[config.mk]
export PLATFORM = sky130hd
export DESIGN_NAME = usr_top
export DESIGN_NICKNAME = d
export VERILOG_FILES = /design/src/hw/usr_pkg.sv /design/src/hw/usr_top.sv
export SDC_FILE = /design/constraint.sdc
export NUM_CORES = 1
export LEC_CHECK = 0
export ABC_CLOCK_PERIOD_IN_PS = 6220
export BUFFER_PORTS_ARGS = -buffer_cell sky130_fd_sc_hd__buf_2
export CAP_MARGIN = 30
export CORE_ASPECT_RATIO = 1.25
export CORE_UTILIZATION = 45
export DETAILED_ROUTE_END_ITERATION = 8
export PLACE_DENSITY = 0.61
export SKIP_CTS_REPAIR_TIMING = 1
export SLEW_MARGIN = 20
export SYNTH_ARGS = -nofsm -noshare
export SYNTH_HDL_FRONTEND = slang
export SYNTH_SLANG_ARGS = --single-unit
export TNS_END_PERCENT = 10
[constraint.sdc]
create_clock -name core_clk -period 6.22 [get_ports core_clk]
set_clock_uncertainty 0.1 [all_clocks]
set_input_delay 0.622 -clock core_clk [delete_from_list [all_inputs] [get_ports core_clk]]
set_output_delay 0.622 -clock core_clk [all_outputs]
set_load 0.05 [all_outputs]
[src/hw/usr_pkg.sv]
// Package for the serial port block: register offsets, field positions,
// reset values and the bus and pin carriers.
// Assumes a single 20 MHz core clock and a plain strobe register port.
package usr_pkg;

  // Register offsets (byte addresses on the register port)
  localparam logic [7:0] ADDR_IRQ_FLAGS   = 8'h0c;
  localparam logic [7:0] ADDR_RX_STATUS   = 8'h18;
  localparam logic [7:0] ADDR_TX_BUFFER   = 8'h19;
  localparam logic [7:0] ADDR_RX_BUFFER   = 8'h1a;
  localparam logic [7:0] ADDR_IRQ_ENABLES = 8'h8c;
  localparam logic [7:0] ADDR_TX_STATUS   = 8'h98;
  localparam logic [7:0] ADDR_BAUD_DIV    = 8'h99;

  // Reset values
  localparam logic [7:0] RST_IRQ_FLAGS    = 8'h00;
  localparam logic [7:0] RST_RX_STATUS    = 8'h00;
  localparam logic [7:0] RST_TX_BUFFER    = 8'h00;
  localparam logic [7:0] RST_IRQ_ENABLES  = 8'h00;
  localparam logic [7:0] RST_TX_STATUS    = 8'h02;
  localparam logic [7:0] RST_BAUD_DIV     = 8'h00;

  // Flag and enable register fields
  localparam int BIT_TX_EMPTY      = 4;
  localparam int BIT_RX_AVAIL      = 5;
  // Receive status/control fields
  localparam int BIT_RX_NINTH      = 0;
  localparam int BIT_OVERRUN       = 1;
  localparam int BIT_FRAMING       = 2;
  localparam int BIT_CONT_RX_EN    = 4;
  localparam int BIT_SINGLE_RX_EN  = 5;
  localparam int BIT_NINE_RX_EN    = 6;
  localparam int BIT_PORT_EN       = 7;
  // Transmit status/control fields
  localparam int BIT_TX_NINTH      = 0;
  localparam int BIT_SHIFTER_EMPTY = 1;
  localparam int BIT_HIGH_SPEED    = 2;
  localparam int BIT_SYNC_MODE     = 4;
  localparam int BIT_TX_EN         = 5;
  localparam int BIT_NINE_TX_EN    = 6;
  localparam int BIT_CLK_MASTER    = 7;

  // Timing: oversample ticks per bit and generator prescales
  localparam logic [3:0] OVERSAMPLE_LAST = 4'hf;  // x16 recovery
  localparam logic [3:0] SAMPLE_MID      = 4'h7;  // Centre of a bit
  localparam logic [1:0] PRE_FAST        = 2'h0;  // Fosc/16 per bit
  localparam logic [1:0] PRE_SLOW        = 2'h3;  // Fosc/64 per bit
  localparam logic [1:0] PRE_SYNC        = 2'h1;  // Fosc/4: two ticks per bit
  localparam logic [3:0] BITS_EIGHT      = 4'h9;  // Start + 8 data
  localparam logic [3:0] BITS_NINE       = 4'ha;  // Start + 9 data

  // Register port request
  typedef struct packed {
    logic [7:0] addr;
    logic [7:0] wdata;
    logic       wr;
    logic       rd;
  } usr_bus_req_t;

  // Pin drive group for one two-way pin
  typedef struct packed {
    logic o;
    logic oe;
  } usr_pin_t;

  // One receive FIFO entry: framing flag, ninth bit, data
  typedef struct packed {
    logic       framing;
    logic       ninth;
    logic [7:0] data;
  } usr_rx_word_t;

endpackage

[src/hw/usr_top.sv]
// Serial port: asynchronous receiver with two-entry FIFO and synchronous
// master transmitter, behind a strobe register port.
// Assumes pins are outside the clock domain; the register master is not.
`timescale 1ns/1ps
module usr_top (
  // Clock and reset
  input  wire logic              core_clk,
  input  wire logic              nrst,
  // Register port
  input  wire usr_pkg::usr_bus_req_t bus_req,
  output logic [7:0]             bus_rdata,
  // Transmit-or-clock pin
  input  wire logic              transmit_or_clock_pin_i,
  output usr_pkg::usr_pin_t      transmit_or_clock_pin,
  // Receive-or-data pin
  input  wire logic              receive_or_data_pin_i,
  output usr_pkg::usr_pin_t      receive_or_data_pin,
  // Interrupt requests seen by the core
  output logic                   receive_irq,
  output logic                   transmit_irq
);

  typedef enum logic [1:0] {RX_IDLE, RX_START, RX_DATA, RX_STOP} usr_rx_state_t;

  typedef struct packed {
    logic [7:0]              irq_en;
    logic [7:0]              rx_ctl;      // Writable bits of receive control
    logic [7:0]              tx_ctl;      // Writable bits of transmit control
    logic [7:0]              baud_div;
    logic [7:0]              tx_buf;
    logic                    tx_buf_full;
    logic                    tx_empty_flag;
    logic                    overrun;
    usr_pkg::usr_rx_word_t [1:0] fifo;
    logic [1:0]              fifo_cnt;
    logic                    fifo_rd_ptr;
    logic [1:0]              rx_sync;     // Two-stage pin synchroniser
    logic [7:0]              brg_cnt;
    logic [1:0]              pre_cnt;
    logic [3:0]              os_cnt;
    usr_rx_state_t           rx_state;
    logic [3:0]              rx_bits;
    logic [8:0]              rx_shift;
    logic [9:0]              transmit_shift_register;         // Start + 9 data in async view
    logic [3:0]              tx_bits;
    logic                    tsr_busy;
    logic                    sclk;
    logic                    srx_active;  // Sync single-word receive in progress
    logic [3:0]              srx_bits;
    logic [7:0]              rdata;
    usr_pkg::usr_pin_t       ck_pin;
    usr_pkg::usr_pin_t       dt_pin;
  } usr_state_t;

  usr_state_t s;
  usr_state_t next_s;

  // Decode a register hit
  function automatic logic hit(input logic [7:0] a, input logic [7:0] off);
    return a == off;
  endfunction

  // Fields pulled out for readability
  logic port_en;
  logic sync_mode;
  logic clk_master;
  logic tx_en;
  logic cont_rx;
  logic single_rx;
  logic rx_bit;
  assign port_en    = s.rx_ctl[usr_pkg::BIT_PORT_EN];
  assign sync_mode  = s.tx_ctl[usr_pkg::BIT_SYNC_MODE];
  assign clk_master = s.tx_ctl[usr_pkg::BIT_CLK_MASTER];
  assign tx_en      = s.tx_ctl[usr_pkg::BIT_TX_EN];
  assign cont_rx    = s.rx_ctl[usr_pkg::BIT_CONT_RX_EN];
  assign single_rx  = s.rx_ctl[usr_pkg::BIT_SINGLE_RX_EN];
  assign rx_bit     = s.rx_sync[1];

  always_comb begin
    logic brg_run;
    logic brg_tick;
    logic pre_tick;
    logic [1:0] pre_last;
    logic rx_mode;
    logic sclk_rise;
    logic sclk_fall;
    logic shift_on;
    logic push;
    logic pop;
    usr_pkg::usr_rx_word_t word;
    logic [7:0] tx_stat;
    logic [7:0] rx_stat;
    logic [7:0] flags;
    next_s = s;
    brg_run = 1'b0;
    brg_tick = 1'b0;
    pre_tick = 1'b0;
    pre_last = 2'h0;
    rx_mode = 1'b0;
    sclk_rise = 1'b0;
    sclk_fall = 1'b0;
    shift_on = 1'b0;
    push = 1'b0;
    pop = 1'b0;
    word = '0;
    tx_stat = 8'h00;
    rx_stat = 8'h00;
    flags = 8'h00;
    next_s.rx_sync = {s.rx_sync[0], receive_or_data_pin_i};

    // Baud generator held reset while every enable is clear
    brg_run = tx_en | cont_rx | single_rx;
    if (!brg_run) begin
      next_s.brg_cnt = 8'h00;
      next_s.pre_cnt = 2'h0;
    end else if (s.brg_cnt == 8'h00) begin
      next_s.brg_cnt = s.baud_div;
      brg_tick = 1'b1;
    end else begin
      next_s.brg_cnt = s.brg_cnt - 8'h01;
    end
    // Prescale: sync /4 per bit, async x16 or x64 of bit rate
    if (sync_mode) begin
      pre_last = usr_pkg::PRE_SYNC;
    end else if (s.tx_ctl[usr_pkg::BIT_HIGH_SPEED]) begin
      pre_last = usr_pkg::PRE_FAST;
    end else begin
      pre_last = usr_pkg::PRE_SLOW;
    end
    if (brg_tick) begin
      if (s.pre_cnt >= pre_last) begin
        next_s.pre_cnt = 2'h0;
        pre_tick = 1'b1;
      end else begin
        next_s.pre_cnt = s.pre_cnt + 2'h1;
      end
    end

    // Half-duplex: any receive enable takes the port from the transmitter
    rx_mode = cont_rx | single_rx | s.srx_active;

    // Master shift clock: two ticks per bit, only while a word shifts; a high
    // clock finishes its half period, so an idle port parks it low
    shift_on = (s.tsr_busy & tx_en & ~rx_mode) | s.srx_active;
    if (sync_mode && port_en && clk_master && brg_run && pre_tick
        && (shift_on || s.sclk)) begin
      next_s.sclk = ~s.sclk;
      sclk_rise = ~s.sclk;
      sclk_fall = s.sclk;
    end else if (!brg_run) begin
      next_s.sclk = 1'b0;
    end

    // Async receiver, x16 oversampling, one shift per bit
    if (sync_mode || !cont_rx || !port_en) begin
      next_s.rx_state = RX_IDLE;
    end else if (pre_tick) begin
      next_s.os_cnt = s.os_cnt + 4'h1;
      case (s.rx_state)
        RX_IDLE: begin
          if (!rx_bit) begin
            next_s.rx_state = RX_START;
            next_s.os_cnt = 4'h0;
          end
        end
        RX_START: begin
          if (s.os_cnt == usr_pkg::SAMPLE_MID) begin
            next_s.os_cnt = 4'h0;
            next_s.rx_bits = 4'h0;
            next_s.rx_state = rx_bit ? RX_IDLE : RX_DATA;
          end
        end
        RX_DATA: begin
          if (s.os_cnt == usr_pkg::OVERSAMPLE_LAST) begin
            next_s.rx_shift = {rx_bit, s.rx_shift[8:1]};
            next_s.rx_bits = s.rx_bits + 4'h1;
            if (s.rx_bits == (s.rx_ctl[usr_pkg::BIT_NINE_RX_EN] ? 4'h8 : 4'h7)) begin
              next_s.rx_state = RX_STOP;
            end
          end
        end
        RX_STOP: begin
          if (s.os_cnt == usr_pkg::OVERSAMPLE_LAST) begin
            next_s.rx_state = RX_IDLE;
            word.framing = ~rx_bit;  // Low stop bit
            if (s.rx_ctl[usr_pkg::BIT_NINE_RX_EN]) begin
              word.ninth = s.rx_shift[8];
              word.data = s.rx_shift[7:0];
            end else begin
              word.ninth = 1'b0;
              word.data = s.rx_shift[8:1];
            end
            // Overrun blocks all transfers until the enable is cleared
            if (s.overrun) begin
              push = 1'b0;
            end else if (s.fifo_cnt == 2'h2) begin
              next_s.overrun = 1'b1;  // Word dropped
            end else begin
              push = 1'b1;            // Room left
            end
          end
        end
        default: next_s.rx_state = RX_IDLE;
      endcase
    end

    // Sync master single-word receive, sampled on falling edge
    if (!sync_mode || !single_rx || cont_rx) begin
      next_s.srx_active = 1'b0;
    end else if (!s.srx_active) begin
      next_s.srx_active = 1'b1;
      next_s.srx_bits = 4'h0;
    end else if (sclk_fall) begin
      next_s.rx_shift = {rx_bit, s.rx_shift[8:1]};
      next_s.srx_bits = s.srx_bits + 4'h1;
      if (s.srx_bits == (s.rx_ctl[usr_pkg::BIT_NINE_RX_EN] ? 4'h8 : 4'h7)) begin
        // Single enable drops after one word; transmit may resume
        next_s.srx_active = 1'b0;
        next_s.rx_ctl[usr_pkg::BIT_SINGLE_RX_EN] = 1'b0;
        word.framing = 1'b0;
        word.ninth = s.rx_ctl[usr_pkg::BIT_NINE_RX_EN] & rx_bit;
        word.data = s.rx_ctl[usr_pkg::BIT_NINE_RX_EN] ? s.rx_shift[8:1]
                                                        : {rx_bit, s.rx_shift[8:2]};
        if (s.overrun) begin
          push = 1'b0;
        end else if (s.fifo_cnt == 2'h2) begin
          next_s.overrun = 1'b1;
        end else begin
          push = 1'b1;
        end
      end
    end

    // Transmitter: reload only when empty
    if (!tx_en) begin
      next_s.tsr_busy = 1'b0;  // Abort and reset
      next_s.tx_bits = 4'h0;
    end else if (!s.tsr_busy && s.tx_buf_full) begin
      // Present ninth bit value loads with the data
      next_s.transmit_shift_register = {1'b0, s.tx_ctl[usr_pkg::BIT_TX_NINTH], s.tx_buf};
      next_s.tsr_busy = 1'b1;
      next_s.tx_bits = 4'h0;
      next_s.tx_buf_full = 1'b0;
      next_s.tx_empty_flag = 1'b1;  // Set regardless of its enable
    end else if (s.tsr_busy && sync_mode && sclk_rise && !rx_mode) begin
      // Each bit changes on the rising edge, stable at falling
      next_s.dt_pin.o = s.transmit_shift_register[0];
      next_s.transmit_shift_register = {1'b0, s.transmit_shift_register[9:1]};
      next_s.tx_bits = s.tx_bits + 4'h1;
      if (s.tx_bits == (s.tx_ctl[usr_pkg::BIT_NINE_TX_EN] ? 4'h8 : 4'h7)) begin
        next_s.tsr_busy = 1'b0;
      end
    end

    // Pin ownership: sync select and port enable; the clock pin also needs master clock
    next_s.ck_pin.oe = port_en & sync_mode & clk_master & (tx_en | rx_mode);
    next_s.ck_pin.o = next_s.sclk;
    // Data pin released while receiving; transmitter kept
    next_s.dt_pin.oe = port_en & sync_mode & tx_en & ~rx_mode;

    // FIFO pop on buffer read; status follows next entry
    pop = bus_req.rd && hit(bus_req.addr, usr_pkg::ADDR_RX_BUFFER) && (s.fifo_cnt != 2'h0);

    // Register writes
    if (bus_req.wr) begin
      if (hit(bus_req.addr, usr_pkg::ADDR_IRQ_ENABLES)) begin
        next_s.irq_en = bus_req.wdata;
      end
      if (hit(bus_req.addr, usr_pkg::ADDR_RX_STATUS)) begin
        next_s.rx_ctl = bus_req.wdata & 8'hf0;
        if (!bus_req.wdata[usr_pkg::BIT_CONT_RX_EN]) begin
          // An overrun raised in this same cycle keeps its flag
          next_s.overrun = next_s.overrun & ~s.overrun;  // Receive reset
          next_s.rx_state = RX_IDLE;
        end
      end
      if (hit(bus_req.addr, usr_pkg::ADDR_TX_STATUS)) begin
        next_s.tx_ctl = bus_req.wdata & 8'hf5;
        if (bus_req.wdata[usr_pkg::BIT_TX_EN] && !tx_en) begin
          next_s.tx_empty_flag = ~s.tx_buf_full;
        end
      end
      if (hit(bus_req.addr, usr_pkg::ADDR_BAUD_DIV)) begin
        next_s.baud_div = bus_req.wdata;
        next_s.brg_cnt = 8'h00;
      end
      if (hit(bus_req.addr, usr_pkg::ADDR_TX_BUFFER)) begin
        next_s.tx_buf = bus_req.wdata;
        next_s.tx_buf_full = 1'b1;
        next_s.tx_empty_flag = 1'b0;  // Cleared by a buffer write, or by a transmit enable write while the buffer is full
      end
    end

    // FIFO update
    if (push) begin
      next_s.fifo[s.fifo_rd_ptr ^ (s.fifo_cnt != 2'h0)] = word;
    end
    if (pop) begin
      next_s.fifo_rd_ptr = ~s.fifo_rd_ptr;
    end
    next_s.fifo_cnt = s.fifo_cnt + {1'b0, push} - {1'b0, pop};

    // Read data, one cycle later; flag and shifter bits are read-only
    word = s.fifo[s.fifo_rd_ptr];
    tx_stat = s.tx_ctl;
    tx_stat[usr_pkg::BIT_SHIFTER_EMPTY] = ~s.tsr_busy;
    rx_stat = s.rx_ctl;
    rx_stat[usr_pkg::BIT_OVERRUN] = s.overrun;
    rx_stat[usr_pkg::BIT_FRAMING] = (s.fifo_cnt != 2'h0) & word.framing;
    rx_stat[usr_pkg::BIT_RX_NINTH] = (s.fifo_cnt != 2'h0) & word.ninth;
    flags = 8'h00;
    flags[usr_pkg::BIT_RX_AVAIL] = s.fifo_cnt != 2'h0;
    flags[usr_pkg::BIT_TX_EMPTY] = s.tx_empty_flag;
    next_s.rdata = 8'h00;
    if (bus_req.rd) begin
      case (bus_req.addr)
        usr_pkg::ADDR_IRQ_FLAGS:   next_s.rdata = flags;
        usr_pkg::ADDR_RX_STATUS:   next_s.rdata = rx_stat;
        usr_pkg::ADDR_TX_BUFFER:   next_s.rdata = s.tx_buf;
        usr_pkg::ADDR_RX_BUFFER:   next_s.rdata = (s.fifo_cnt != 2'h0) ? word.data : 8'h00;
        usr_pkg::ADDR_IRQ_ENABLES: next_s.rdata = s.irq_en;
        usr_pkg::ADDR_TX_STATUS:   next_s.rdata = tx_stat;
        usr_pkg::ADDR_BAUD_DIV:    next_s.rdata = s.baud_div;
        default:                   next_s.rdata = 8'h00;
      endcase
    end
  end

  // State register; reset values are constants only
  always_ff @(posedge core_clk or negedge nrst) begin
    if (!nrst) begin
      s <= '0;
      s.irq_en <= usr_pkg::RST_IRQ_ENABLES;
      s.rx_ctl <= usr_pkg::RST_RX_STATUS;
      s.tx_ctl <= usr_pkg::RST_TX_STATUS & 8'hf5;
      s.baud_div <= usr_pkg::RST_BAUD_DIV;
      s.tx_buf <= usr_pkg::RST_TX_BUFFER;
      s.rx_sync <= 2'h3;  // Line idles high
      s.rx_state <= RX_IDLE;
    end else begin
      s <= next_s;
    end
  end

  // Outputs from flip-flops; interrupts are flag and enable
  logic rx_irq_q;
  logic tx_irq_q;
  always_ff @(posedge core_clk or negedge nrst) begin
    if (!nrst) begin
      rx_irq_q <= 1'b0;
      tx_irq_q <= 1'b0;
    end else begin
      rx_irq_q <= (next_s.fifo_cnt != 2'h0) & next_s.irq_en[usr_pkg::BIT_RX_AVAIL];
      tx_irq_q <= next_s.tx_empty_flag & next_s.irq_en[usr_pkg::BIT_TX_EMPTY];
    end
  end

  assign bus_rdata             = s.rdata;
  assign transmit_or_clock_pin = s.ck_pin;
  assign receive_or_data_pin   = s.dt_pin;
  assign receive_irq           = rx_irq_q;
  assign transmit_irq          = tx_irq_q;

endmodule

# Yosys cells after proc, flatten, opt, wreduce, memory -nomap -nowiden
# Cells that the tools add are included.
# word_totals
register_bits,125
output_inout_bits,14
# op_classes
addsub,8
order_cmp,4
n_eq_ne,23
mux,104
n_bitwise,30
reduce_logical,42
# ops
op,n
10-bit 2-to-1 mux,13
8-bit 2-to-1 mux,10
15-bit 2-to-1 mux,4
8-bit case mux with 7 select lines,1
9-bit 2-to-1 mux,6
1-bit 2-to-1 mux,43
41-bit 2-to-1 mux,1
2-bit 2-to-1 mux,14
8-bit by 5-bit equality test with 1-bit output (second input constant),3
8-bit equality test (second input constant),3
20-bit bitwise mux,1
2-bit AND reduction,9
4-bit by 1-bit adder with 4-bit output (second input constant),4
4-bit case mux with 2 select lines,2
5-bit 2-to-1 mux,3
1-bit AND,13
1-bit logical AND,13
4-bit equality test,3
6-bit 2-to-1 mux,2
10-bit demux with 1-bit select,1
1-bit NOT,10
8-bit by 4-bit equality test with 1-bit output (second input constant),1
8-bit logical NOT,1
4-bit 2-to-1 mux,2
other kinds (23),48

# Longest topological paths before layout
# Gate-level depths: netlist (run 1).
# depth
ltp_word,18
ltp_mapped,12

# Worst setup path before layout (run 1)
# No wires, ideal clock.
# synth_path
path_type,register -> register
from,reg s[110] (netlist name)
to,"reg rx_irq_q, in the netlist receive_irq"
setup_time_ps,120
arrival_ps,3110
t_required_ps,6000
path_slack_ps,2889
stages_incl_launch_ff,11
path_buffers,0
cell_sequence,dfrtp_1 -> or2_2 -> ha_1 -> a21oi_2 -> or4b_1 -> o2bb2ai_1 -> xnor2_1 -> ha_1 -> xor2_1 -> or4b_1 -> and4_1
# synth_via
elab_chain_len,16
# synth_rtl
item,line_no,source
"start, declared",usr_top.sv:55,usr_state_t s;
"start signal, assigned",usr_top.sv:341,s <= next_s;
2-bit 2-to-1 mux,usr_top.sv:123,if (sync_mode) begin
2-bit greater-or-equal comparator,usr_top.sv:131,if (s.pre_cnt >= pre_last) begin
1-bit 2-to-1 mux,usr_top.sv:131,
1-bit 2-to-1 mux,usr_top.sv:130,if (brg_tick) begin
1-bit 2-to-1 mux,usr_top.sv:157,end else if (pre_tick) begin
1-bit 2-to-1 mux,usr_top.sv:155,if (sync_mode || !cont_rx || !port_en) begin
1-bit 2-to-1 mux,usr_top.sv:226,end else if (s.fifo_cnt == 2'h2) begin
1-bit 2-to-1 mux,usr_top.sv:224,if (s.overrun) begin
1-bit 2-to-1 mux,usr_top.sv:216,if (s.srx_bits == (s.rx_ctl[usr_pkg::BIT_NINE_RX_EN] ? 4'h8 : 4'h7)) begin
1-bit 2-to-1 mux,usr_top.sv:213,end else if (sclk_fall) begin
1-bit 2-to-1 mux,usr_top.sv:210,end else if (!s.srx_active) begin
1-bit 2-to-1 mux *,usr_top.sv:208,if (!sync_mode || !single_rx || cont_rx) begin
2-bit by 1-bit adder with 2-bit output *,usr_top.sv:301,"next_s.fifo_cnt = s.fifo_cnt + {1'b0, push} - {1'b0, pop};"
2-bit by 1-bit subtractor with 2-bit output *,usr_top.sv:301,
2-bit nonzero test *,usr_top.sv:353,rx_irq_q <= (next_s.fifo_cnt != 2'h0) & next_s.irq_en[usr_pkg::BIT_RX_AVAIL];
1-bit AND *,usr_top.sv:353,
"end signal, assigned",usr_top.sv:353,
"end, declared",usr_top.sv:346,logic rx_irq_q;
# Mark *: on every way between the ends. The rest lies on a longest branch, timed or not.
# A chain may end at the register's enable or synchronous reset.

# Final worst setup path (run 1)
# Same ends and word-level chain as after synthesis.

==> parameters.txt, run 1 <==
Parameter                              Value

Status
  Outcome    complete, no violations

Layout
  Layout cells sized above 1    0.230
  Number of inserted filler cells in the final layout    1221
  N_diodes    0
  Net count reported at finish    666
  Area added between synthesis and finish    13.0%

Routing
  Avg Vias per Cell    5.76
  Detailed-router iteration count before antenna repair    5
  Total wire length after detailed routing    15100 um
  Count of nets left with antenna violations after detail routing    0
  Detailed router's first-iteration violation count    302
  Routed vias    4721
  Routed wire length per instance    18.4 um
  DR DRC count    0

Yosys
  Area fraction in and, or, nand and nor cells after synthesis    0.168
  Count of synthesis-stage warnings from yosys    0
  Sequential fraction of the synthesis area    0.482
  Post-synthesis cell type count    69
  Post-synthesis instance total    606
  Largest cells by area after synthesis    dfrtp_1, mux2_2, nor2_1
  Post-Synth Adder-Cell Area    0.0252
  Number of enable-type register cells in the synthesized netlist    0
  Xor and xnor fraction of the mapped netlist area    0.0149
  Compound-gate portion of the synthesized area    0.132
  Multiplexer area fraction after synthesis    0.141
  Syn_area_per_cell    10.6 um^2
  Dominant combinational cell family by area after synthesis    simple AND/OR/NAND/NOR gates
  Post-synthesis sequential element count    124
  Top cell type's share of synthesized area    0.473
  Cell taking the most area after synthesis    dfrtp_1
  Synth Cell Area    6450 um^2
  Total nets after synthesis    641
  Top flip-flop cell by instance count after synthesis    dfrtp_1
  Asr flop ratio synth    1.00

Timing
  Final critical path time including I/O delays and setup    3.66 ns
  Tightest slew margin relative to the limit    0.497
  Final max-slew violation count    0
  Setup repair after global routing missed its margin    no
  Final-report setup violation count    0
  Portion of the clock cycle consumed by the worst path in the final layout    0.588
  Post-layout worst setup margin    2.56 ns
  Worst-Margin Slew    0.752 ns
  Smallest hold slack    0.100 ns
  Peak Freq    0.273 GHz
  Count of final hold-check violations    0
  Total negative slack for setup checks    0 ns

Clock network
  CTS tree    done
  Library cell used as clock root buffer    clkbuf_16
  Number of levels in the clock H-tree    4
  Bufs on Longest Clock Path    2
  Clock transition time at the flip-flop clock pins of the worst setup and hold paths    0.06 ns
  Clock buffers created by TritonCTS    17
  Sink Count    124
  Clock network latency to the later pin of the worst-skew pair    0.42 ns

Floorplanning
  # IOs    36
  Number of placement rows    48
  Chip Width    109 um
  Std-Cell Core Area    13900 um^2
  Die Span Y    136 um
  Starting utilization of the core area    0.465
  Total die area    14800 um^2

Critical path
  Maximum fanout along the worst path    10
  Crit path kind    flop to flop
  CP Data Arrival Time    3.86 ns
  Category of the worst setup path capture point    flop
  Startpoint kind of the worst setup timing path    flop
  Worst EP required    6.42 ns

Hold path
  Path class of the lowest-slack min-delay path    primary input to asynchronous set/reset pin

Global route
  Via count of the first global-routing pass    4604
  GR Util All Layers    0.220
  Number of antenna violations at the first check in global routing    0
  Maximum number of pins on one net before global-route repair    55
  Global-route wire length before repair    24400 um
  Grt total ovfl    0

Place
  Worst slack after detailed placement    2.58 ns
  RD Place Congestion    0.866
  DP Wirelength    10900 um
  Count of input and output buffers    34

Pwr
  Pwr Total    2.16 mW
  Power per Cell Area    296 nW/um^2
  Cell leakage power    3.40 nW
  Maximum vdd ir drop    0.000193 V

Run
  Max-cap violation count    0
-- final timing paths --
kind	start	to	slack [ns]	cells after the start
max in group asynchronous	nrst	s[80]$_DFFE_PN0P_	4.83	3
hold reg to reg	next_s[63]$_DFF_PN1_	rx_bit$_DFF_PN1_	0.26	0
setup reg to reg	s[110]$_DFFE_PN0P_	receive_irq$_DFF_PN0_	2.56	10
min in group core_clk	receive_or_data_pin_i	next_s[63]$_DFF_PN1_	0.21	1
setup / recovery	s[110]$_DFFE_PN0P_	receive_irq$_DFF_PN0_	2.56	10
hold / removal	nrst	s[59]$_DFF_PN0_	0.10	1
-- worst max-delay path, cell delays in order (launching register included) --
cell and delay [ns]:
dfrtp_1 0.47, or2_2 0.32, ha_1 0.31, a21oi_2 0.16, or4b_1 0.61, o2bb2ai_1 0.33
xnor2_1 0.16, ha_1 0.18, xor2_1 0.25, or4b_1 0.45, and4_1 0.19
-- cell families after synthesis --
group           after synthesis
xor+xnor                     11
compound gates              128
fa+ha+maj                    13
simple gates                200
buf+inv                      48
mux                          82
flops                       124
-- state kept, by name (all words and copies together), names as in the netlist, 2 cells and up --
| name | count |
|---|---|
| bus_rdata | 8 |
| receive_or_data_pin | 2 |
| transmit_or_clock_pin | 2 |
| s | 105 |
-- where the power goes --
| group | internal (mW) | switching (mW) | leakage [nW] |
|---|---|---|---|
| registers | 0.859 | 0.0436 | 1.70 |
| clock network | 0.610 | 0.357 | 0.280 |
| logic | 0.109 | 0.181 | 1.42 |
-- cell usage in the layout, fill, tap and decap left out, types with 9 or more instances in the layout --
cell and n:
mux2_2 62, a22o_1 10, o21ai_0 27, a21oi_1 37, nand3_1 10, nor2_1 58, a211oi_1 9, buf_2 33
clkbuf_16 17, mux2i_1 19, nand2_1 53, inv_1 17, nor3_1 12, ha_1 13, dfrtp_1 122
-- stage by stage --
stage / instances / instance area (um^2) / util
detailed placement: 787 / 6710 / 0.483
global placement: 786 / 6680 / 0.482
floorplan: 606 / 6450 / -
CTS: 819 / 7290 / 0.525
finish: 819 / 7290 / 0.525
global route: 819 / 7290 / 0.525
-- area by class of cell --
cell class | count | area [um^2] | share of cell area
flip-flops and latches | 124 | 3110 | 0.426
clock buffers | 22 | 464 | 0.0637
multi-input cells | 434 | 3100 | 0.426
clock inverters | 10 | 116 | 0.0160
inverters | 17 | 63.8 | 0.00876
repair buffers | 37 | 215 | 0.0295
well taps | 175 | 219 | 0.0300
-- routing by layer --
layer	routed length [um]	part of all wire	vias to the layer above	global-route usage
met4	326	0.022	0	0.0863
met2	7680	0.51	81	0.363
met5	0	0	-	0
met3	429	0.028	24	0.0417
met1	6640	0.44	2359	0.284
li1	-	-	2257	-
-- synthesized netlist by cell type, types with 4 or more instances --
master	n
dfrtp_1	122
inv_1	17
clkbuf_1	12
mux2_2	62
nor2b_1	4
a21oi_1	37
and2_1	5
nand3_1	10
or4b_1	4
nor3b_1	4
nor2_1	58
mux2i_1	19
a21o_1	5
nand2_1	53
nor3_1	12
a22o_1	10
a211oi_1	9
or3_1	4
ha_1	13
xor2_1	5
xnor2_1	6
nand2b_1	5
buf_4	15
a221oi_1	5
nand3b_1	4
a22oi_1	5
nand4_1	8
o21ai_0	27
Power figures use the tool's default switching activity.
==> run 2: changes to the inputs <==
ABC_CLOCK_PERIOD_IN_PS = 3100   (was 6220)
PLACE_DENSITY = 0.63   (was 0.61)
clock period = 3.1 ns   (was 6.22 ns; I/O delays follow)
==> parameters.txt, run 2 (synthesis results as in run 1) <==
Parameter                              Value

Critical path
  Startpoint kind of the worst setup timing path    flop
  Category of the worst setup path capture point    flop
  Maximum fanout along the worst path    4 (-6)
  Worst EP required    3.31 ns (-3.11 ns)
  WP buf/inv    0 (unchanged)
  Cell with the biggest individual delay on the critical path    or4b_4
  Crit path kind    flop to flop
  Worst stage delay on the critical path    0.52 ns (-0.09 ns)
  Critical path's top delay family    simple AND/OR/NAND/NOR gates
  CP Data Arrival Time    3.31 ns (-0.55 ns)
  Critical-path cell list    or2_4 > ha_4 > a21oi_4 > or4b_4 > o2bb2ai_4 > xnor2_2 > ha_2 > xor2_2 > or4b_1 > and4_1

Layout
  N_diodes    0 (unchanged)
  Commonest non-fill, non-tap cell in the layout    dfrtp_1
  Largest register by flop count    s
  Flip-flop count of the largest register, all copies and words added    105 (unchanged)
  Share of the core filled with cells    0.546 (+0.0207)
  Net count reported at finish    696 (+4.5%)
  Area added between synthesis and finish    17.5%
  Commonest non-fill, non-tap cells in the layout    dfrtp_1, mux2_2, nor2_1, nand2_1, a21oi_1
  Layout cells sized above 1    0.273 (+0.0436)

Routing
  Detailed router's first-iteration violation count    301 (-0.33%)
  Routed vias    4898 (+3.7%)
  Total wire length after detailed routing    15600 um (+3.2%)
  Routed wire length per instance    18.3 um (-0.29%)
  Count of nets left with antenna violations after detail routing    0 (unchanged)
  DR DRC count    0 (unchanged)
  Avg Vias per Cell    5.78 (+0.20%)
  Detailed-router iteration count before antenna repair    5 (unchanged)

Floorplanning
  Starting utilization of the core area    0.465 (unchanged)
  Die Span Y    136 um (unchanged)
  Chip Width    109 um (unchanged)
  Number of placement rows    48 (unchanged)
  Std-Cell Core Area    13900 um^2 (unchanged)
  # IOs    36 (unchanged)
  Total die area    14800 um^2 (unchanged)

Timing
  Tightest slew margin relative to the limit    0.524 (+0.0267)
  Final max-slew violation count    0 (unchanged)
  Setup repair after global routing missed its margin    yes
  Peak Freq    0.323 GHz (+18%)
  Smallest hold slack    0.0511 ns (-0.0493 ns)
  Final-report setup violation count    0 (unchanged)
  Portion of the clock cycle consumed by the worst path in the final layout    0.999 (+0.411)
  Worst-Margin Slew    0.708 ns (-0.0441 ns)
  Count of final hold-check violations    0 (unchanged)
  Final critical path time including I/O delays and setup    3.10 ns (-0.561 ns)

Place
  DP Wirelength    11400 um (+5.1%)
  RD Place Congestion    0.876 (+1.2%)
  Count of input and output buffers    34 (unchanged)

Pwr
  Pwr Total    4.37 mW (+100%)
  Clk pwr share    0.438 (-0.010)
  Relative contribution of sequential cells to total power    0.414 (-0.004)
  Net switching fraction of the power    0.272 (+0.00315)
  Cell leakage power    3.55 nW (+4.6%)
  Internal Power    3.18 mW (+100%)
  Switching Power    1.19 mW (+100%)
  Combinational share of power    0.149 (+0.015)
  Power per Cell Area    578 nW/um^2 (+95%)
  Maximum vdd ir drop    0.000506 V (+160%)

Clock network
  Number of levels in the clock H-tree    4 (unchanged)
  Clock buffers created by TritonCTS    17 (unchanged)
  Clock network latency to the later pin of the worst-skew pair    0.42 ns (about the same)
  Library cell used as clock root buffer    clkbuf_16
  Bufs on Longest Clock Path    2 (unchanged)
  CTS tree    done
  Clock transition time at the flip-flop clock pins of the worst setup and hold paths    0.05 ns (about the same)
  Sink Count    124 (unchanged)

Global route
  Number of antenna violations at the first check in global routing    0 (unchanged)
  Grt total ovfl    0 (unchanged)
  Global-route wire length before repair    25000 um (+2.5%)
  Maximum number of pins on one net before global-route repair    41 (-25%)
  Via count of the first global-routing pass    4783 (+3.9%)
  GR Util All Layers    0.226 (+0.00556)

Hold path
  Path class of the lowest-slack min-delay path    primary input to flop

Status
  Outcome    complete, no violations

Run
  Max-cap violation count    0 (unchanged)
## run 2: cell types whose count changed in the layout (fill, tap and decap cells not counted), sizes merged
cell	delta
clkinv	+1
buf	+28
clkbuf	-2
dlygate4sd3	+2
## run 2: per-layer routing
metal | GRT usage | vias to the layer above | wire [um]
met1 | 0.283 | 2445 | 6630
met3 | 0.0570 | 19 | 764
li1 | - | 2314 | -
met5 | 0 | - | 0
met4 | 0.0833 | 0 | 333
met2 | 0.374 | 120 | 7830
## run 2: worst paths after layout
path	from	slack [ns]	depth (start not counted)	end
max	s[108]$_DFFE_PN0P_	0.003	10	receive_irq$_DFF_PN0_
min	bus_req[5]	0.05	2	s[101]$_DFFE_PN0P_
max reg2reg	s[108]$_DFFE_PN0P_	0.003	10	receive_irq$_DFF_PN0_
min reg2reg	next_s[63]$_DFF_PN1_	0.26	0	rx_bit$_DFF_PN1_
max in group asynchronous	nrst	1.82	3	s[81]$_DFFE_PN0P_
min in group asynchronous	nrst	0.33	2	s[57]$_DFF_PN0_
## run 2: cell type report
class | instances | area, um^2
Multi-Input combinational cell | 434 | 3180
Sequential cell | 124 | 3110
Clock inverter | 11 | 121
Fill cell | 1201 | 6300
Tap cell | 175 | 219
Clock buffer | 20 | 447
Timing Repair Buffer | 67 | 438
Inverter | 17 | 63.8
## run 2: stage by stage
step | TNS (ns) | instances | cell area [um^2] | setup WS, ns
CTS | -0.0316 | 845 | 7530 | -0.0316
global route | -0.0937 | 848 | 7570 | -0.0937
detailed placement | -0.0312 | 814 | 6960 | -0.0312
global placement | 0 | 814 | 6960 | 0.0630
finish | 0 | 848 | 7570 | 0.00300
floorplan | 0 | 606 | 6510 | 0.0154
## run 2: worst register-to-register path, stage by stage (launching register included)
cell and delay (ns):
dfrtp_1 0.39, or2_4 0.27, ha_4 0.28, a21oi_4 0.06, or4b_4 0.52, o2bb2ai_4 0.19
xnor2_2 0.12, ha_2 0.21, xor2_2 0.20, or4b_1 0.46, and4_1 0.19
## run 2: power by group through the flow
stage | registers, mW | logic (mW) | clock network [mW]
after floorplan | 1.81 | 0.456 | 0
after global placement | 1.83 | 0.625 | 0
after detailed placement | 1.84 | 0.645 | 0
after CTS | 1.81 | 0.646 | 1.95
after global routing | 1.82 | 0.720 | 2.02
final | 1.81 | 0.650 | 1.92
==> run 3: changes to the inputs <==
--- a/config.mk
+++ b/config.mk
@@ -7,3 +7,3 @@
 export LEC_CHECK = 0
-export ABC_CLOCK_PERIOD_IN_PS = 3100
+export ABC_CLOCK_PERIOD_IN_PS = 2700
 export BUFFER_PORTS_ARGS = -buffer_cell sky130_fd_sc_hd__buf_2
@@ -11,5 +11,5 @@
 export CORE_ASPECT_RATIO = 1.25
-export CORE_UTILIZATION = 45
+export CORE_UTILIZATION = 55
 export DETAILED_ROUTE_END_ITERATION = 8
-export PLACE_DENSITY = 0.63
+export PLACE_DENSITY = 0.75
 export SKIP_CTS_REPAIR_TIMING = 1
==> constraint.sdc (replaced) <==
create_clock -name core_clk -period 2.7 [get_ports core_clk]
set_clock_uncertainty 0.1 [all_clocks]
set_input_delay 0.27 -clock core_clk [delete_from_list [all_inputs] [get_ports core_clk]]
set_output_delay 0.27 -clock core_clk [all_outputs]
set_load 0.01 [all_outputs]
==> parameters.txt, run 3 (synthesis results as in run 1) <==
Parameter                              Value

Status
  Outcome    complete, but fails checks
  Violated checks    negative setup slack

Layout
  Number of inserted filler cells in the final layout    809 (-33%)
  Layout cells sized above 1    0.302 (+0.0290)
  Commonest non-fill, non-tap cells in the layout    dfrtp_1, mux2_2, nor2_1, buf_4, nand2_1
  Largest register by flop count    s
  N_diodes    0 (unchanged)
  Commonest non-fill, non-tap cell in the layout    dfrtp_1
  Share of the core filled with cells    0.687 (+0.141)
  Flip-flop count of the largest register, all copies and words added    105 (unchanged)
  Net count reported at finish    723 (+3.9%)
  Area added between synthesis and finish    19.8%
  Final instance count without filler cells    836 (-1.4%)

Floorplanning
  Number of placement rows    43 (-10%)
  Starting utilization of the core area    0.573 (+0.109)
  # IOs    36 (unchanged)
  Chip Width    98.9 um (-9.4%)
  Total die area    12200 um^2 (-18%)
  Die Span Y    123 um (-9.4%)
  Std-Cell Core Area    11200 um^2 (-19%)

Place
  Placed Cells    802 (-1.5%)
  DP Wirelength    11500 um (+0.49%)
  RD Place Congestion    0.931 (+6.3%)
  Count of input and output buffers    34 (unchanged)

Clock network
  Library cell used as clock root buffer    clkbuf_16
  CTS tree    done
  Sink Count    124 (unchanged)
  Clock network latency to the later pin of the worst-skew pair    0.41 ns (about the same)
  Bufs on Longest Clock Path    2 (unchanged)
  Number of levels in the clock H-tree    4 (unchanged)
  Clock transition time at the flip-flop clock pins of the worst setup and hold paths    0.06 ns (about the same)
  Clock buffers created by TritonCTS    17 (unchanged)

Critical path
  CP Data Arrival Time    3.21 ns (-0.10 ns)
  Maximum fanout along the worst path    4 (unchanged)
  WP buf/inv    0 (unchanged)
  Critical path's top delay family    simple AND/OR/NAND/NOR gates
  Critical-path cell list    or2_4 > ha_4 > a21oi_4 > or4b_4 > o2bb2ai_4 > xnor2_2 > ha_2 > or4b_1 > and4_1
  Startpoint kind of the worst setup timing path    flop
  Crit path kind    flop to flop
  Worst EP required    2.90 ns (-0.41 ns)
  Category of the worst setup path capture point    flop
  Cell with the biggest individual delay on the critical path    or4b_4
  Worst stage delay on the critical path    0.51 ns (about the same)

Timing
  Final-report setup violation count    1 (+1)
  Tightest slew margin relative to the limit    0.573 (+0.0488)
  Portion of the clock cycle consumed by the worst path in the final layout    1.11 (+0.114)
  Smallest hold slack    0.0412 ns (-0.00990 ns)
  Final critical path time including I/O delays and setup    3.01 ns (-0.0917 ns)
  Final max-slew violation count    0 (unchanged)
  Post-layout worst setup margin    -0.305 ns (-0.308 ns)
  Setup repair after global routing missed its margin    yes
  Count of final hold-check violations    0 (unchanged)
  Peak Freq    0.333 GHz (+3.1%)
  Worst-Margin Slew    0.636 ns (-0.0722 ns)

Pwr
  Power per Cell Area    647 nW/um^2 (+12%)
  Cell leakage power    3.66 nW (+3.1%)
  Pwr Total    5.00 mW (+14%)
  Maximum vdd ir drop    0.000372 V (-27%)

Global route
  GR Util All Layers    0.280 (+0.0539)
  Maximum number of pins on one net before global-route repair    50 (+22%)
  Via count of the first global-routing pass    5081 (+6.2%)
  Global-route wire length before repair    25900 um (+3.7%)
  Grt total ovfl    0 (unchanged)
  Number of antenna violations at the first check in global routing    0 (unchanged)

Hold path
  Path class of the lowest-slack min-delay path    primary input to flop

Routing
  Avg Vias per Cell    6.06 (+4.9%)
  Detailed router's first-iteration violation count    394 (+31%)
  Total wire length after detailed routing    15800 um (+1.7%)
  DR DRC count    0 (unchanged)
  Routed wire length per instance    18.9 um (+3.2%)
  Detailed-router iteration count before antenna repair    5 (unchanged)
  Routed vias    5063 (+3.4%)
  Count of nets left with antenna violations after detail routing    0 (unchanged)

Run
  Max-cap violation count    0 (unchanged)
[run 3: cell types whose count changed in the layout (fill, tap and decap cells not counted), sizes merged]
cell	before	now
buf	65	92
clkinv	7	5
bufinv	2	1
clkinvlp	2	4
clkbuf	20	22
[run 3: path summary, 6_finish.rpt]
| check | end | depth (start not counted) | slack (ns) | start |
|---|---|---|---|---|
| max in group asynchronous | s[119]$_DFF_PN0_ | 3 | 1.55 | nrst |
| max | receive_irq$_DFF_PN0_ | 9 | -0.31 | s[108]$_DFFE_PN0P_ |
| min reg2reg | rx_bit$_DFF_PN1_ | 0 | 0.25 | next_s[63]$_DFF_PN1_ |
| min | bus_rdata[3]$_DFF_PN0_ | 2 | 0.04 | bus_req[0] |
| max reg2reg | receive_irq$_DFF_PN0_ | 9 | -0.31 | s[108]$_DFFE_PN0P_ |
| min in group asynchronous | receive_or_data_pin[0]$_DFF_PN0_ | 2 | 0.27 | nrst |
[run 3: layer usage]
layer | vias to the layer above | global-route usage | part of all wire
li1 | 2366 | - | -
met2 | 150 | 0.478 | 0.51
met1 | 2510 | 0.342 | 0.41
met3 | 37 | 0.0464 | 0.044
met5 | - | 0 | 0
met4 | 0 | 0.148 | 0.033
[run 3: power by group]
group          total [mW]  leakage [nW]  internal, mW  switching (mW)
Clock                2.14         0.262          1.31           0.825
Sequential           2.07          1.70          1.98          0.0889
Combinational       0.798          1.71         0.330           0.468
Total                5.00          3.66          3.62            1.38
[run 3: final cells by class]
type | count | area [um^2] | area share
Clock buffer | 22 | 464 | 0.0601
Timing Repair Buffer | 94 | 653 | 0.0845
Multi-Input combinational cell | 434 | 3180 | 0.412
Clock inverter | 10 | 92.6 | 0.0120
Tap cell | 135 | 169 | 0.0219
Inverter | 17 | 63.8 | 0.00826
Sequential cell | 124 | 3110 | 0.402
[run 3: worst reg2reg max path, cell delays in order (launching register included)]
cell	delay, ns
dfrtp_1	0.38
or2_4	0.26
ha_4	0.29
a21oi_4	0.07
or4b_4	0.51
o2bb2ai_4	0.18
xnor2_2	0.14
ha_2	0.31
or4b_1	0.51
and4_1	0.15
[run 3: per-stage QoR]
stage               worst slack, ns  TNS (ns)  instance area (um^2)
floorplan                    -0.316    -0.316                  6510
global placement             -0.220    -0.220                  7140
detailed placement           -0.269    -0.269                  7140
CTS                          -0.311    -0.311                  7690
global route                 -0.385    -0.454                  7730
finish                       -0.305    -0.305                  7730
